## config.mk

```make
export PLATFORM = sky130hd
export DESIGN_NAME = antenna_supervisor
export DESIGN_NICKNAME = d
export VERILOG_FILES = /design/src/antenna_supervisor_pkg.sv /design/src/antenna_supervisor.sv
export SDC_FILE = /design/constraint.sdc
export NUM_CORES = 1
export LEC_CHECK = 0
export ABC_AREA = 1
export BUFFER_PORTS_ARGS = -buffer_cell sky130_fd_sc_hd__buf_2
export CAP_MARGIN = 20
export CORE_MARGIN = 2
export CORE_UTILIZATION = 58
export CTS_BUF_LIST = sky130_fd_sc_hd__clkbuf_2 sky130_fd_sc_hd__clkbuf_4 sky130_fd_sc_hd__clkbuf_8
export CTS_CLUSTER_SIZE = 10
export DETAILED_ROUTE_END_ITERATION = 8
export GPL_TIMING_DRIVEN = 0
export MAX_ROUTING_LAYER = met4
export PLACE_DENSITY = 0.83
export SLEW_MARGIN = 20
export SYNTH_ARGS = -nofsm -noshare
export SYNTH_HDL_FRONTEND = slang
export SYNTH_SLANG_ARGS = --single-unit
```

## constraint.sdc

```tcl
create_clock -name clock -period 4.4 [get_ports clock]
set_input_delay 0.44 -clock clock [delete_from_list [all_inputs] [get_ports clock]]
set_output_delay 0.44 -clock clock [all_outputs]
set_load 0.02 [all_outputs]
```

## src/antenna_supervisor_pkg.sv

```systemverilog
package antenna_supervisor_pkg;
  // register byte offsets
  localparam logic [7:0] CONFIG_OFFSET     = 8'h00;
  localparam logic [7:0] STATUS_OFFSET     = 8'h04;
  localparam logic [7:0] EVENT_OFFSET      = 8'h08;
  localparam logic [7:0] MASK_OFFSET       = 8'h0C;
  localparam logic [7:0] FEATURE_OFFSET    = 8'h10;
  localparam logic [7:0] REPORT_OFFSET     = 8'h14;

  // config bit positions
  localparam int CFG_VOLTAGE_BIT  = 0;
  localparam int CFG_SHORT_BIT    = 1;
  localparam int CFG_RECOVERY_BIT = 2;
  localparam int CFG_OPEN_BIT     = 3;
  localparam logic [3:0] CONFIG_RESET = 4'h0;

  // status register layout
  localparam int STATUS_STATE_LSB = 0;
  localparam int STATUS_POWER_BIT = 4;
  localparam int STATUS_VALID_BIT = 5;

  // feature report bits
  localparam int FEAT_CONTROL_BIT  = 0;
  localparam int FEAT_SHORT_BIT    = 1;
  localparam int FEAT_OPEN_BIT     = 2;
  localparam int FEAT_FEATURE_POWER_DOWN_ON_SHORT_BIT     = 3;
  localparam int FEAT_RECOVERY_BIT = 4;

  // event bits
  localparam int EV_STATUS_CHANGE = 0;
  localparam int EV_SHORT         = 1;
  localparam int EV_OPEN          = 2;
  localparam int EV_RECOVERED     = 3;
  localparam int EVENT_WIDTH      = 4;

  // antenna status codes
  typedef enum logic [1:0] {
    ANT_INIT  = 2'h0,
    ANT_OK    = 2'h1,
    ANT_SHORT = 2'h3,
    ANT_OPEN  = 2'h2
  } antenna_status_type;

  // recovery sequence states, gray along idle -> off -> retest
  typedef enum logic [1:0] {
    REC_IDLE   = 2'h0,
    REC_OFF    = 2'h1,
    REC_RETEST = 2'h3
  } recovery_state_type;

  // timing: re-test timeout
  localparam int CLOCK_MHZ          = 125;
  localparam int RECOVERY_TIMEOUT_MS = 1000;
  localparam int RECOVERY_CYCLES    = RECOVERY_TIMEOUT_MS * 1000 * CLOCK_MHZ;
  localparam int INIT_CYCLES        = 2;
  localparam int RETEST_SETTLE      = 4;

  localparam logic [1:0] AXI_OKAY   = 2'h0;
  localparam logic [1:0] AXI_SLVERR = 2'h2;
endpackage

```

## src/antenna_supervisor.sv

```systemverilog
// Decided for this implementation: the AXI4-Lite slave port and the placing of the registers.
`timescale 1ns/1ps
// Contract
// - no status reports until voltage control enable is set
// - voltage control enable activates power control and reports power on
// - power-off output active high; low keeps antenna powered
// - short detection enable activates short-input monitoring
// - short input active low, pulled up; external circuit pulls low on short
// - short without recovery reports SHORT but keeps antenna powered
// - SHORT stays latched until recovery, power cycle, or short-detect toggle
// - recovery enable activates the short recovery feature
// - with recovery, short reports SHORT, power OFF, power-off output high
// - after timeout, re-test the short by driving power-off low
// - short gone on re-test gives status OK with power on
// - open detection enable monitors active-high pulled-up present input
// - open detection with present input low reports OPEN
// - present input high or floating reports OK
// - at startup report enabled features, then INIT, then OK
// - connected antenna reads OK after power-up via status query
module antenna_supervisor #(
  parameter int RECOVERY_CYCLES = antenna_supervisor_pkg::RECOVERY_CYCLES
) (
  input  wire logic        clock,
  input  wire logic        rst_b,
  input  wire logic [7:0]  s_axi_awaddr,
  input  wire logic        s_axi_awvalid,
  output logic             s_axi_awready,
  input  wire logic [31:0] s_axi_wdata,
  input  wire logic [3:0]  s_axi_wstrb,
  input  wire logic        s_axi_wvalid,
  output logic             s_axi_wready,
  output logic [1:0]       s_axi_bresp,
  output logic             s_axi_bvalid,
  input  wire logic        s_axi_bready,
  input  wire logic [7:0]  s_axi_araddr,
  input  wire logic        s_axi_arvalid,
  output logic             s_axi_arready,
  output logic [31:0]      s_axi_rdata,
  output logic [1:0]       s_axi_rresp,
  output logic             s_axi_rvalid,
  input  wire logic        s_axi_rready,
  input  wire logic        antenna_short_in,
  input  wire logic        antenna_present_in,
  output logic             antenna_power_off,
  output logic             interrupt
);
  localparam int EW = antenna_supervisor_pkg::EVENT_WIDTH;

  // reset and pins
  logic        rst_meta;
  logic        rst_sync_b;
  logic [2:0]  short_sync;
  logic [2:0]  present_sync;
  // agreed pin levels
  logic        short_seen;
  logic        present_seen;

  // registers
  logic [3:0]  config_bits;
  logic [EW-1:0] event_status;
  logic [EW-1:0] event_mask;
  logic [EW-1:0] event_set;
  logic [EW-1:0] event_clear;

  // status and recovery
  antenna_supervisor_pkg::antenna_status_type status;
  antenna_supervisor_pkg::antenna_status_type next_status;
  antenna_supervisor_pkg::recovery_state_type rec_state;
  logic [31:0] rec_count;
  logic [1:0]  init_count;
  logic        reports_on;
  logic        short_enable_d;
  // read-visible copies
  logic        power_on;
  logic [7:0]  report_count;

  // write holding
  logic        aw_held;
  logic        w_held;
  logic [7:0]  aw_addr;
  logic [31:0] w_data;
  logic [3:0]  w_strb;
  logic        do_write;

  // config fields
  wire voltage_en  = config_bits[antenna_supervisor_pkg::CFG_VOLTAGE_BIT];
  wire short_en    = config_bits[antenna_supervisor_pkg::CFG_SHORT_BIT];
  wire recovery_en = config_bits[antenna_supervisor_pkg::CFG_RECOVERY_BIT];
  wire open_en     = config_bits[antenna_supervisor_pkg::CFG_OPEN_BIT];

  // reset release through two flops
  always_ff @(posedge clock or negedge rst_b) begin
    if (!rst_b) begin
      rst_meta   <= 1'b0;
      rst_sync_b <= 1'b0;
    end else begin
      rst_meta   <= 1'b1;
      rst_sync_b <= rst_meta;
    end
  end

  // pin synchronisers; first stage read only by the second
  // ones preset matches idle level
  always_ff @(posedge clock or negedge rst_sync_b) begin
    if (!rst_sync_b) begin
      short_sync   <= 3'h7;
      present_sync <= 3'h7;
    end else begin
      short_sync   <= {short_sync[1:0], antenna_short_in};
      present_sync <= {present_sync[1:0], antenna_present_in};
    end
  end

  // a change counts once stages two and three agree
  always_ff @(posedge clock or negedge rst_sync_b) begin
    if (!rst_sync_b) begin
      short_seen   <= 1'b0;
      present_seen <= 1'b1;
    end else begin
      if (short_sync[1] == short_sync[2]) begin
        short_seen <= ~short_sync[2];
      end
      if (present_sync[1] == present_sync[2]) begin
        present_seen <= present_sync[2];
      end
    end
  end

  // axi write channel: address and data taken in either order
  assign do_write = aw_held && w_held && !s_axi_bvalid;

  always_ff @(posedge clock or negedge rst_sync_b) begin
    if (!rst_sync_b) begin
      aw_held       <= 1'b0;
      w_held        <= 1'b0;
      aw_addr       <= 8'h00;
      w_data        <= 32'h0000_0000;
      w_strb        <= 4'h0;
      s_axi_awready <= 1'b0;
      s_axi_wready  <= 1'b0;
      s_axi_bvalid  <= 1'b0;
      s_axi_bresp   <= antenna_supervisor_pkg::AXI_OKAY;
    end else begin
      s_axi_awready <= !aw_held && !s_axi_awready && !s_axi_bvalid;
      s_axi_wready  <= !w_held && !s_axi_wready && !s_axi_bvalid;
      if (s_axi_awvalid && s_axi_awready) begin
        aw_held <= 1'b1;
        aw_addr <= s_axi_awaddr;
        s_axi_awready <= 1'b0;
      end
      if (s_axi_wvalid && s_axi_wready) begin
        w_held <= 1'b1;
        w_data <= s_axi_wdata;
        w_strb <= s_axi_wstrb;
        s_axi_wready <= 1'b0;
      end
      if (do_write) begin
        aw_held      <= 1'b0;
        w_held       <= 1'b0;
        s_axi_bvalid <= 1'b1;
        // read-only offsets refuse writes
        if (aw_addr == antenna_supervisor_pkg::CONFIG_OFFSET ||
            aw_addr == antenna_supervisor_pkg::EVENT_OFFSET ||
            aw_addr == antenna_supervisor_pkg::MASK_OFFSET) begin
          s_axi_bresp <= antenna_supervisor_pkg::AXI_OKAY;
        end else begin
          s_axi_bresp <= antenna_supervisor_pkg::AXI_SLVERR;
        end
      end else if (s_axi_bvalid && s_axi_bready) begin
        s_axi_bvalid <= 1'b0;
      end
    end
  end

  // config and mask registers, low byte lane only
  always_ff @(posedge clock or negedge rst_sync_b) begin
    if (!rst_sync_b) begin
      config_bits <= antenna_supervisor_pkg::CONFIG_RESET;
      event_mask  <= '0;
    end else if (do_write && w_strb[0]) begin
      if (aw_addr == antenna_supervisor_pkg::CONFIG_OFFSET) begin
        config_bits <= w_data[3:0];
      end else if (aw_addr == antenna_supervisor_pkg::MASK_OFFSET) begin
        event_mask <= w_data[EW-1:0];
      end
    end
  end

  // startup: INIT for a few cycles once control is on, then live status
  // delayed enable sees a short-detect toggle
  always_ff @(posedge clock or negedge rst_sync_b) begin
    if (!rst_sync_b) begin
      init_count     <= 2'h0;
      reports_on     <= 1'b0;
      short_enable_d <= 1'b0;
    end else begin
      short_enable_d <= short_en;
      if (!voltage_en) begin
        init_count <= 2'h0;
        reports_on <= 1'b0;
      end else if (init_count != 2'(antenna_supervisor_pkg::INIT_CYCLES)) begin
        init_count <= init_count + 2'h1;
      end else begin
        reports_on <= 1'b1;
      end
    end
  end

  // recovery sequence: power off, wait timeout, re-test
  // dropped enables restore power
  always_ff @(posedge clock or negedge rst_sync_b) begin
    if (!rst_sync_b) begin
      rec_state <= antenna_supervisor_pkg::REC_IDLE;
      rec_count <= 32'h0000_0000;
    end else if (!recovery_en || !short_en || !reports_on) begin
      rec_state <= antenna_supervisor_pkg::REC_IDLE;
      rec_count <= 32'h0000_0000;
    end else begin
      case (rec_state)
        antenna_supervisor_pkg::REC_IDLE: begin
          rec_count <= 32'h0000_0000;
          if (short_seen) begin
            rec_state <= antenna_supervisor_pkg::REC_OFF;
          end
        end
        antenna_supervisor_pkg::REC_OFF: begin
          if (rec_count == 32'(RECOVERY_CYCLES - 1)) begin
            rec_count <= 32'h0000_0000;
            rec_state <= antenna_supervisor_pkg::REC_RETEST;
          end else begin
            rec_count <= rec_count + 32'h1;
          end
        end
        antenna_supervisor_pkg::REC_RETEST: begin
          // let the sense circuit and synchroniser settle after power returns
          if (rec_count == 32'(antenna_supervisor_pkg::RETEST_SETTLE + 3)) begin
            rec_count <= 32'h0000_0000;
            if (short_seen) begin
              rec_state <= antenna_supervisor_pkg::REC_OFF;
            end else begin
              rec_state <= antenna_supervisor_pkg::REC_IDLE;
            end
          end else begin
            rec_count <= rec_count + 32'h1;
          end
        end
        default: rec_state <= antenna_supervisor_pkg::REC_IDLE;
      endcase
    end
  end

  // status evaluation; short latches, open and ok follow the pin
  // a short outranks an open
  always_comb begin
    next_status = status;
    if (!reports_on) begin
      next_status = antenna_supervisor_pkg::ANT_INIT;
    end else if (status == antenna_supervisor_pkg::ANT_SHORT) begin
      if (!short_en || !short_enable_d) begin
        next_status = antenna_supervisor_pkg::ANT_OK;
      end else if (rec_state == antenna_supervisor_pkg::REC_RETEST &&
                   rec_count == 32'(antenna_supervisor_pkg::RETEST_SETTLE + 3) &&
                   !short_seen) begin
        next_status = antenna_supervisor_pkg::ANT_OK;
      end
    end else if (short_en && short_seen) begin
      next_status = antenna_supervisor_pkg::ANT_SHORT;
    end else if (open_en && !present_seen) begin
      next_status = antenna_supervisor_pkg::ANT_OPEN;
    end else begin
      next_status = antenna_supervisor_pkg::ANT_OK;
    end
  end

  // status register
  always_ff @(posedge clock or negedge rst_sync_b) begin
    if (!rst_sync_b) begin
      status <= antenna_supervisor_pkg::ANT_INIT;
    end else begin
      status <= next_status;
    end
  end

  // power output: off only while recovery holds the supply down
  // pin and power bit move together while voltage control is on
  always_ff @(posedge clock or negedge rst_sync_b) begin
    if (!rst_sync_b) begin
      antenna_power_off <= 1'b0;
      power_on          <= 1'b0;
    end else begin
      antenna_power_off <= (rec_state == antenna_supervisor_pkg::REC_OFF);
      power_on          <= voltage_en &&
                           (rec_state != antenna_supervisor_pkg::REC_OFF);
    end
  end

  // sticky events, set wins over write-one-to-clear
  always_comb begin
    event_set = '0;
    event_set[antenna_supervisor_pkg::EV_STATUS_CHANGE] = reports_on && (next_status != status);
    event_set[antenna_supervisor_pkg::EV_SHORT] = reports_on && (next_status != status) &&
      (next_status == antenna_supervisor_pkg::ANT_SHORT);
    event_set[antenna_supervisor_pkg::EV_OPEN] = reports_on && (next_status != status) &&
      (next_status == antenna_supervisor_pkg::ANT_OPEN);
    event_set[antenna_supervisor_pkg::EV_RECOVERED] =
      (status == antenna_supervisor_pkg::ANT_SHORT) &&
      (next_status == antenna_supervisor_pkg::ANT_OK);
    event_clear = '0;
    if (do_write && w_strb[0] && aw_addr == antenna_supervisor_pkg::EVENT_OFFSET) begin
      event_clear = w_data[EW-1:0];
    end
  end

  // interrupt rises with its event
  always_ff @(posedge clock or negedge rst_sync_b) begin
    if (!rst_sync_b) begin
      event_status <= '0;
      interrupt    <= 1'b0;
      report_count <= 8'h00;
    end else begin
      event_status <= (event_status & ~event_clear) | event_set;
      interrupt    <= |(((event_status & ~event_clear) | event_set) & event_mask);
      // counts status reports issued; wraps
      if (event_set[antenna_supervisor_pkg::EV_STATUS_CHANGE]) begin
        report_count <= report_count + 8'h01;
      end
    end
  end

  // axi read channel, one outstanding read
  // unmapped reads give zero with SLVERR
  always_ff @(posedge clock or negedge rst_sync_b) begin
    if (!rst_sync_b) begin
      s_axi_arready <= 1'b0;
      s_axi_rvalid  <= 1'b0;
      s_axi_rdata   <= 32'h0000_0000;
      s_axi_rresp   <= antenna_supervisor_pkg::AXI_OKAY;
    end else begin
      s_axi_arready <= !s_axi_rvalid && !s_axi_arready;
      if (s_axi_arvalid && s_axi_arready) begin
        s_axi_arready <= 1'b0;
        s_axi_rvalid  <= 1'b1;
        s_axi_rresp   <= antenna_supervisor_pkg::AXI_OKAY;
        s_axi_rdata   <= 32'h0000_0000;
        if (s_axi_araddr == antenna_supervisor_pkg::CONFIG_OFFSET) begin
          s_axi_rdata[3:0] <= config_bits;
        end else if (s_axi_araddr == antenna_supervisor_pkg::STATUS_OFFSET) begin
          s_axi_rdata[antenna_supervisor_pkg::STATUS_STATE_LSB +: 2] <= status;
          s_axi_rdata[antenna_supervisor_pkg::STATUS_POWER_BIT] <= power_on;
          s_axi_rdata[antenna_supervisor_pkg::STATUS_VALID_BIT] <= reports_on;
        end else if (s_axi_araddr == antenna_supervisor_pkg::EVENT_OFFSET) begin
          s_axi_rdata[EW-1:0] <= event_status;
        end else if (s_axi_araddr == antenna_supervisor_pkg::MASK_OFFSET) begin
          s_axi_rdata[EW-1:0] <= event_mask;
        end else if (s_axi_araddr == antenna_supervisor_pkg::FEATURE_OFFSET) begin
          // feature report; power-down-on-short rides with recovery
          s_axi_rdata[antenna_supervisor_pkg::FEAT_CONTROL_BIT]  <= voltage_en;
          s_axi_rdata[antenna_supervisor_pkg::FEAT_SHORT_BIT]    <= voltage_en && short_en;
          s_axi_rdata[antenna_supervisor_pkg::FEAT_OPEN_BIT]     <= voltage_en && open_en;
          s_axi_rdata[antenna_supervisor_pkg::FEAT_FEATURE_POWER_DOWN_ON_SHORT_BIT]     <= voltage_en && recovery_en;
          s_axi_rdata[antenna_supervisor_pkg::FEAT_RECOVERY_BIT] <= voltage_en && recovery_en;
        end else if (s_axi_araddr == antenna_supervisor_pkg::REPORT_OFFSET) begin
          s_axi_rdata[7:0] <= report_count;
        end else begin
          s_axi_rresp <= antenna_supervisor_pkg::AXI_SLVERR;
        end
      end else if (s_axi_rvalid && s_axi_rready) begin
        s_axi_rvalid <= 1'b0;
      end
    end
  end
endmodule

```

=== Word-level counts from Yosys, hierarchy flattened ===
Index checks and enable logic that the tools add are counted.

* Flip-flop bits (word level): 105
* Bits of input ports: 61
* Output and inout bits: 43
* Logic and storage cells: 174

* Add/subtract/negate cells: 3
* Equal/unequal tests: 25
* Mux-type cells: 52
* Bitwise gates (word level): 6
* Reductions and logical operators: 56

{| class="wikitable"
|+ Operator list
! kind !! count
|-
| $mux 32 || 3
|-
| $pmux 32 s3 || 1
|-
| $mux 2 || 23
|-
| $add 32x1->32 const B || 1
|-
| $eq 32x27->1 const B || 1
|-
| $eq 32x3->1 const B || 1
|-
| $eq 8x4->1 const B || 4
|-
| $mux 4 || 7
|-
| $logic_and 1x1->1 || 26
|-
| $eq 8x5->1 const B || 2
|-
| $logic_not 8->1 || 2
|-
| $mux 1 || 14
|-
| $logic_not 1->1 || 13
|-
| $add 8x1->8 const B || 1
|-
| $and 4x4->4 || 2
|-
| $eq 2x2->1 const B || 4
|-
| $eq 8x3->1 const B || 1
|-
| $mux 8 || 1
|-
| $reduce_bool 2->1 || 4
|-
| $ne 3x3->1 const B || 2
|-
| $pmux 2 s3 || 1
|-
| $reduce_and 3->1 || 2
|-
| $logic_or 1x1->1 || 5
|-
| $mux 5 || 1
|-
| 15 further kinds || 20
|}

=== Longest topological paths before layout ===
Gate-level depths: netlist (run 1).

* Depth in word-level cells: 13
* Gate-level depth with buffers: 17
* Mapped depth without buffers: 17

=== Worst setup path after synthesis (run 1) ===
OpenSTA, ideal clock, no wires.

* Path type: reg-to-reg
* From: register rec_count[0]
* To: register rec_count[28]
* Library setup time: 122 ps
* Arrival: 1609 ps
* Required time: 4278 ps
* Slack: 2669 ps
* Stages on the path, launching flop included: 13
* Buffers on the path: 0
* Period minus slack after synthesis: 1731 ps
* Cells stage by stage: dfrtp_1 > ha_1 > nand2_1 > inv_2 > nand2_2 > nor2_2 > nand4_2 > nor2_2 > nand3b_1 > nor2_2 > nand2_1 > xor2_1 > o21ai_2

* Longest elaborated chain between the ends: 4
* Elaborated cells on any way between the ends: 7
* Classes of those cells: 1 x add/sub; 2 x eq/ne; 4 x mux

{| class="wikitable"
|+ RTL lines
! item !! RTL line !! RTL
|-
| from (decl) || antenna_supervisor.sv:69 || <nowiki>logic [31:0] rec_count;</nowiki>
|-
| from (signal assigned) || antenna_supervisor.sv:231 || <nowiki>rec_count <= rec_count + 32'h1;</nowiki>
|-
| from (signal assigned) || antenna_supervisor.sv:244 || <nowiki>rec_count <= rec_count + 32'h1;</nowiki>
|-
| $add 32x1->32 (tied with other cells) || antenna_supervisor.sv:231, antenna_supervisor.sv:244 ||
|-
| $mux 32, on equally long branches || antenna_supervisor.sv:236, antenna_supervisor.sv:227 ||
|-
| $pmux 32 s3 (*) || antenna_supervisor.sv:219 || <nowiki>case (rec_state)</nowiki>
|-
| $mux 32 (*) || antenna_supervisor.sv:215 || <nowiki>end else if (!recovery_en || !short_en || !reports_on) begin</nowiki>
|}

Mark *: on every way between the ends. The rest lies on a longest branch, timed or not.
A chain may end at the register's enable or synchronous reset.

=== Worst setup path in the final report (run 1) ===
* From: register config_bits[1]
* To: register rec_count[20]

* Longest elaborated chain between the ends: 4
* Elaborated cells on any way between the ends: 5
* Classes of those cells: 1 x mux; 4 x reduce/logical

{| class="wikitable"
|+ RTL lines
! item !! RTL line !! RTL
|-
| from (decl) || antenna_supervisor.sv:59 || <nowiki>logic [3:0] config_bits;</nowiki>
|-
| from (signal assigned) || antenna_supervisor.sv:178 || <nowiki>config_bits <= antenna_supervisor_pkg::CONFIG_RESET;</nowiki>
|-
| from (signal assigned) || antenna_supervisor.sv:182 || <nowiki>config_bits <= w_data[3:0];</nowiki>
|-
| $logic_not 1->1 (*) || antenna_supervisor.sv:215 ||
|-
| $logic_or 1x1->1 (*) (2 in a row) || antenna_supervisor.sv:215 ||
|-
| $reduce_bool 4->1 (no line) / $mux 32 (equally long branches) || - ||
|}

Marked as above.

==> results of run 1 <==
power by group through the flow:
stage	Sequential [µW]	Combinational, µW	Clock [µW]
6_report	1210	456	593
2_1_floorplan	1260	259	0
3_3_place_gp	1230	422	0
3_5_place_dp	1230	457	0
4_1_cts	1210	459	608
5_1_grt	1240	526	649
area by class of cell:
class                   instances  area, µm²
multi-input cells             484       2430
inverters                      88        330
repair buffers                 48        268
clock buffers                  11        151
fillers                       789       3010
plain buffers                  34        240
well taps                     111        139
flip-flops and latches        103       2590
clock inverters                 5       45.0
logic make-up after synthesis:
group                    Yosys count  synth area share [%]
AO/OA/AOI/OAI                     85                  8.62
flip-flops                       103                  47.1
other                              2                 0.137
buffers and inverters            122                  10.4
adder cells (fa/ha/maj)            4                 0.866
AND/OR/NAND/NOR                  344                  29.0
XOR/XNOR                          24                  3.83
state kept, by name, summed over array words and instances (netlist names), 3 cells and up:
register,cells
short_sync,3
rec_count,32
aw_addr,8
report_count,8
s_axi_rdata,8
event_status,4
present_sync,3
config_bits,4
event_mask,4
w_data,4
metrics by stage:
stage	setup WS, ns	util, %	instance area (µm²)	instances	hold WS [ns]
detailed placement	2.19	65.1	5980	867	0.228
finish	2.15	67.3	6190	884	0.147
CTS	2.19	67.3	6190	884	0.133
global placement	0.350	64.7	5950	866	0.225
global route	2.01	67.3	6190	884	0.124
floorplan	1.33	-	5580	709	0.144
layout by cell type (no fill, tap or decap), types with 3 or more instances in the layout:
cell	instances
sky130_fd_sc_hd__conb_1	27
sky130_fd_sc_hd__nor2_2	13
sky130_fd_sc_hd__dfrtp_1	95
sky130_fd_sc_hd__clkbuf_1	3
sky130_fd_sc_hd__nor3_1	24
sky130_fd_sc_hd__o22ai_1	6
sky130_fd_sc_hd__nor2_1	68
sky130_fd_sc_hd__nand2_2	4
sky130_fd_sc_hd__nand4_1	17
sky130_fd_sc_hd__nor4_1	13
sky130_fd_sc_hd__nand3_1	35
sky130_fd_sc_hd__o21ai_0	48
sky130_fd_sc_hd__o21ai_1	3
sky130_fd_sc_hd__nand3_2	3
sky130_fd_sc_hd__a21oi_1	15
sky130_fd_sc_hd__inv_2	6
sky130_fd_sc_hd__dfstp_2	7
sky130_fd_sc_hd__buf_4	27
sky130_fd_sc_hd__xor2_1	22
sky130_fd_sc_hd__nor2_4	3
sky130_fd_sc_hd__nand2_1	155
sky130_fd_sc_hd__inv_1	80
sky130_fd_sc_hd__clkbuf_8	11
sky130_fd_sc_hd__buf_2	49
sky130_fd_sc_hd__ha_1	3
worst max-delay path: cells and delay by family, from the launching register on:
family	cells	cell delay, ns
XOR/XNOR	1	0.16
buffers and inverters	2	0.28
flip-flops	1	0.48
AND/OR/NAND/NOR	7	1.25
per-layer routing:
metal	up-vias	share of wire, %	global-route usage, %
met5	-	0	-
met4	0	1.7	8.21
met3	21	6.6	6.76
met2	161	46	41.8
met1	2226	46	37.1
li1	2343	-	-
worst paths after layout:
path	start	endpoint	slack [ns]	depth (start not counted)
max	config_bits[1]$_DFFE_PN0P_	rec_count[20]$_DFFE_PN0P_	2.15	10
min	antenna_present_in	present_sync[0]$_DFF_PN1_	0.15	1
max reg2reg	config_bits[1]$_DFFE_PN0P_	rec_count[20]$_DFFE_PN0P_	2.15	10
min reg2reg	short_sync[0]$_DFF_PN1_	short_sync[1]$_DFF_PN1_	0.36	0
max in group asynchronous	rst_sync_b$_DFF_PN0_	short_sync[2]$_DFF_PN1_	3.29	1
min in group asynchronous	rst_b	rst_sync_b$_DFF_PN0_	0.38	2
==> summary.md, run 1 <==
| Metric | Value |
|---|---|
| Status | complete, no violations |
| Top FF cell, synth | sky130_fd_sc_hd__dfrtp_1 |
| Number of sinks handled by clock tree synthesis | 103 |
| Clk pwr share | 26.2% |
| # H-tree levels | 3 |
| Hold/Removal Path Class | primary input to register |
| Seq cells post-synth | 103 |
| Maximum cell stage delay along the critical path | 0.48 ns |
| Final Slew Violations | 0 |
| Series of cell instances along the critical path | nand3_1 > inv_1 > nand2_1 > inv_2 > nor2_4 > nand3_2 > nor2_2 > nand4_1 > xor2_1 > nor2_1 |
| Number of buffers created by CTS | 9 |
| Number of diodes | 0 |
| Synthesized area per cell | 8.02 µm² |
| Worst Path Required | 4.72 ns |
| Clock tree from TritonCTS | done |
| Count of warnings emitted by yosys | 0 |
| Number of global-route vias before repair | 4643 |
| EDFF count, synth | 0 |
| Fmax | 444 MHz |
| Top-Level Pins | 104 |
| Startpoint type of the worst setup path | register |
| Psw | 760 µW |
| Library cells used by synthesis | 43 |
| Top area cells in the synthesized netlist | sky130_fd_sc_hd__dfrtp_1 44%, sky130_fd_sc_hd__nand2_1 11%, sky130_fd_sc_hd__inv_1 5.5%, sky130_fd_sc_hd__nor2_1 4.7%, sky130_fd_sc_hd__o21ai_0 4.4% |
| Die Ht | 101 µm |
| Count of instances resized after the clock tree is built | 0 |
| Data arrival, critical path | 2.57 ns |
| Congestion Overflow GR | 0 |
| Routability cong. | 0.947 |
| Detailed placement HPWL | 9.49 mm |
| Setup TNS Final | 0 ns |
| Area of the die | 10300 µm² |
| Final Hold Violating Endpoints | 0 |
| Clock Skews | 0.0112 ns |
| Final Critical Period | 2.25 ns |
| Maximum ir drop on the vdd rail | 407 µV |
| Most common cell in the synthesized netlist | sky130_fd_sc_hd__nand2_1 |
| Antenna viol nets, final | 0 |
| Initial Utilization | 59.7% |
| Synthesized area | 5490 µm² |
| Cell count after synthesis | 684 |
| Largest net degree at the start of global routing | 55 |
| Wire length of the first global-routing pass | 21.5 mm |
| Static leakage | 0.00296 µW |
| Die width | 101 µm |
| Average wire per standard cell | 14.3 µm |
| Endpoint kind of the worst setup timing path | register |
| DR pass1 iterations | 5 |
| Fraction of power consumed by sequential logic | 53.7% |
| Crit Path Max Fanout | 10 |
| Post-layout total power | 2260 µW |
| GRT Overall Usage | 27.6% |
| Area share of the leading cell type in the synthesized netlist | 43.8% |
| Ranking of synthesized cells by instance count | 155 x sky130_fd_sc_hd__nand2_1, 96 x sky130_fd_sc_hd__dfrtp_1, 80 x sky130_fd_sc_hd__inv_1 |
| Insertion delay to the later sink of the worst-skew pair | 0.38 ns |
| Pwr dens | 365 nW/µm² |
| Part of the power in combinational logic | 20.1% |
| Routed wire length | 12.6 mm |
| Post-CTS setup repair buffer count | 0 |
| Period utilization | 51.2% |
| Fraction of registers with async set or reset after synthesis | 100% |
| Max-Slew Margin vs Limit | 53.3% |
| Count of port buffers added during placement | 46 |
| RSZ-0062 raised after global routing | false |
| Via count | 4751 |
| Total number of nets in the final design | 832 |
| Root buf cell | sky130_fd_sc_hd__clkbuf_8 |
| Post-detailed-route DRC marker count | 0 |
| Clock Tree Buf Depth | 2 |
| Switching portion of total power | 33.6% |
| Type of the worst setup path | register to register |
| Core Area | 9200 µm² |
| Via/cell ratio | 5.37 |
| Synth-to-Final Area Change | 12.8% |
| Initial DRC Count | 254 |
| Total setup violations reported at the end of the flow | 0 |
| Number of rows created at floorplan | 35 |
| Initial antenna violation count | 0 |
| CTS clk-pin slew, worst paths | 0.10 ns |
| Max capacitance violation total | 0 |
| Post-synthesis sequential area ratio | 47.1% |
| Worst-Margin Slew | 0.700 ns |
| Synth area leader | sky130_fd_sc_hd__dfrtp_1 |
| Cell Int Power | 1500 µW |
| Max stage delay cell, worst path | sky130_fd_sc_hd__dfrtp_1 |
| Share of final-layout standard cells stronger than drive strength 1 | 18.2% |
| # hold bufs at CTS | 1 |
(Power assumes the default switching activity.)
==> inputs of run 2 (changes only) <==
Clock period 4.4 ns to 2.27 ns, I/O delays scaled along.
==> run 2 against run 1 <==
  * Clock skew grew 0.0067 ns
  * Largest cell class unchanged
  * Critical path depth grew 2
  * Core utilization grew 0.65 points
  * Routed wire length shrank 0.99%
  * Largest power group unchanged
  * Non-clock buffer count grew 2
==> summary.md, run 2 (synthesis gave the netlist of run 1 again) <==
| Metric | Value |
|---|---|
| Detailed placement HPWL | 9.36 mm (-1.4%) |
| Most frequent cells in the layout | 154 x sky130_fd_sc_hd__nand2_1, 95 x sky130_fd_sc_hd__dfrtp_1, 80 x sky130_fd_sc_hd__inv_1 |
| # placed instances | 867 (unchanged) |
| Final Slew Violations | 0 (unchanged) |
| Pwr dens | 712 nW/µm² (+95%) |
| GRT Overall Usage | 26.6% (-0.99 points) |
| Maximum cell stage delay along the critical path | 0.37 ns (-0.11 ns) |
| Synth-to-Final Area Change | 13.9% |
| Count of port buffers added during placement | 46 (unchanged) |
| Final Hold Violating Endpoints | 0 (unchanged) |
| Die width | 101 µm (unchanged) |
| Number of buffers created by CTS | 9 (unchanged) |
| Clock tree from TritonCTS | done |
| Hold/Removal Path Class | primary input to register |
| Number of global-route vias before repair | 4428 (-4.6%) |
| Fillers | 792 (+0.38%) |
| Period utilization | 95.1% (+44 points) |
| Routed wire length | 12.5 mm (-0.99%) |
| Initial antenna violation count | 0 (unchanged) |
| Finished Layout Cells | 886 (+0.23%) |
| # H-tree levels | 3 (unchanged) |
| Largest net degree at the start of global routing | 58 (+5.5%) |
| Share of final-layout standard cells stronger than drive strength 1 | 18.7% (+0.47 points) |
| Average wire per standard cell | 14.1 µm (-1.2%) |
| Series of cell instances along the critical path | ha_1 > nand2_1 > inv_2 > nand2_2 > nor2_2 > nand4_2 > nor2_4 > nand3b_1 > nor2_2 > nand2_1 > xor2_1 > o21ai_2 |
| Number of rows created at floorplan | 35 (unchanged) |
| Worst setup slack for register-to-register paths | 0.11 ns (-2.04 ns) |
| Cell class contributing the biggest share of worst-path delay | simple AND/OR/NAND/NOR gates |
| Worst hold margin | 0.0137 ns (-0.134 ns) |
| Register with the highest flop count | rec_count |
| Post-layout util | 68.0% (+0.65 points) |
| Commonest non-fill, non-tap cell in the layout | sky130_fd_sc_hd__nand2_1 |
| Post-detailed-route DRC marker count | 0 (unchanged) |
| Endpoint kind of the worst setup timing path | register |
| Insertion delay to the later sink of the worst-skew pair | 0.38 ns (about the same) |
| Worst Hold End | s_axi_bvalid$_DFFE_PN0P_ |
| CTS clk-pin slew, worst paths | 0.12 ns (+0.02 ns) |
| Clock Skews | 0.0179 ns (+0.00670 ns) |
| Initial Utilization | 59.7% (unchanged) |
| Post-CTS setup repair buffer count | 0 (unchanged) |
| Total number of nets in the final design | 834 (+0.24%) |
| Number of flip-flops under the largest register name | 32 (unchanged) |
| Routability cong. | 0.945 (-0.20%) |
| Setup TNS Final | 0 ns (unchanged) |
| Hold path startpoint | s_axi_bready |
| Congestion Overflow GR | 0 (unchanged) |
| Via count | 4696 (-1.2%) |
| Type of the worst setup path | register to register |
| Worst reg2reg path endpoint | rec_count[28]$_DFFE_PN0P_ |
| R2r worst-path depth | 12 (+2) |
| Initial DRC Count | 231 (-9.1%) |
| Max-Slew Margin vs Limit | 61.3% (+7.9 points) |
| DR pass1 iterations | 5 (unchanged) |
| Top-Level Pins | 104 (unchanged) |
| Worst-Margin Slew | 0.581 ns (-0.119 ns) |
| Number of diodes | 0 (unchanged) |
| Startpoint type of the worst setup path | register |
| Count of cells along the worst hold path | 2 (+1) |
| Worst Path Required | 2.55 ns (-2.17 ns) |
| Final Critical Period | 2.16 ns (-0.0927 ns) |
| Max stage delay cell, worst path | sky130_fd_sc_hd__dfrtp_1 |
| Clock Tree Buf Depth | 2 (unchanged) |
| Beginning of the critical path | rec_count[0]$_DFFE_PN0P_ |
| Number of sinks handled by clock tree synthesis | 103 (unchanged) |
| Crit path buffers/inverters | 1 (-1) |
| Total setup violations reported at the end of the flow | 0 (unchanged) |
| Crit Path Max Fanout | 4 (-6) |
| Via/cell ratio | 5.30 (-1.4%) |
| Startpoint of the lowest-slack register-to-register path | rec_count[0]$_DFFE_PN0P_ |
| Die Ht | 101 µm (unchanged) |
| Core Area | 9200 µm² (unchanged) |
| Data arrival, critical path | 2.44 ns (-0.13 ns) |
| Static leakage | 0.00298 µW (+0.63%) |
| Root buf cell | sky130_fd_sc_hd__clkbuf_8 |
| Wire length of the first global-routing pass | 20.8 mm (-3.4%) |
| Status | complete, no violations |
| Antenna viol nets, final | 0 (unchanged) |
| Max capacitance violation total | 0 (unchanged) |
| Area of the die | 10300 µm² (unchanged) |
| Maximum ir drop on the vdd rail | 753 µV (+85%) |
| Fmax | 463 MHz (+4.3%) |
==> run 2: worst max-delay path by stage <==
stage / end / slack, ns / cells after the start
2_1_floorplan: rec_count[28]$_DFFE_PN0P_ / 0.54 / 12
3_3_place_gp: s_axi_rdata[2]$_DFFE_PN0P_ / 0.01 / 0
3_5_place_dp: rec_count[20]$_DFFE_PN0P_ / 0.1 / 10
4_1_cts: rec_count[20]$_DFFE_PN0P_ / 0.08 / 10
5_1_grt: rec_count[20]$_DFFE_PN0P_ / -0.01 / 10
6_report: rec_count[28]$_DFFE_PN0P_ / 0.11 / 12
==> run 2: worst register-to-register path: cells and delay by family (launching register included) <==
| family | cells | cell delay, ns |
|---|---|---|
| and+or+nand+nor | 8 | 1.14 |
| DFF | 1 | 0.37 |
| xor gates and xnor gates | 1 | 0.20 |
| adders and majority gates | 1 | 0.19 |
| buffers and inverters | 1 | 0.08 |
| AOI/OAI and AO/OA | 1 | 0.07 |
==> run 2: where the power goes <==
| part | switching [µW] | internal, µW | total [µW] |
|---|---|---|---|
| sequential | 214 | 2130 | 2350 |
| combinational | 586 | 303 | 889 |
| clock | 761 | 454 | 1210 |
| total | 1560 | 2890 | 4450 |
==> run 2: metrics by stage <==
stage | instance area [µm²] | total power (µW) | setup WS (ns)
after floorplan | 5580 | 2950 | 0.539
after global placement | 5950 | 3200 | 0.0129
after detailed placement | 5980 | 3270 | 0.0991
after CTS | 6230 | 4490 | 0.0764
after global routing | 6250 | 4710 | -0.0100
final | 6250 | 4450 | 0.111
==> run 2: final cells by class <==
class	count	area [µm²]	area share (%)
clock inverter	7	91.3	1.46
multi-input combinational	484	2440	39.1
buffer	34	240	3.84
timing repair buffer	50	288	4.60
tap	111	139	2.22
sequential	103	2590	41.4
inverter	88	334	5.35
clock buffer	9	124	1.98
==> run 2: routing by layer <==
metal  up-vias  wire length, µm  global-route usage (%)
met5         -                0                       -
met3        18              812                    4.90
met2       169             5810                    41.5
met4         0              176                    7.38
met1      2169             5700                    36.1
li1       2340                -                       -
==> run 2: timing repair <==
item | 4_1_cts | 5_1_grt
hold buffers | 3 | 0
resized for setup | 0 | 6
endpoints found under the hold margin | 4 | 0
endpoints found under the setup margin | 0 | 12
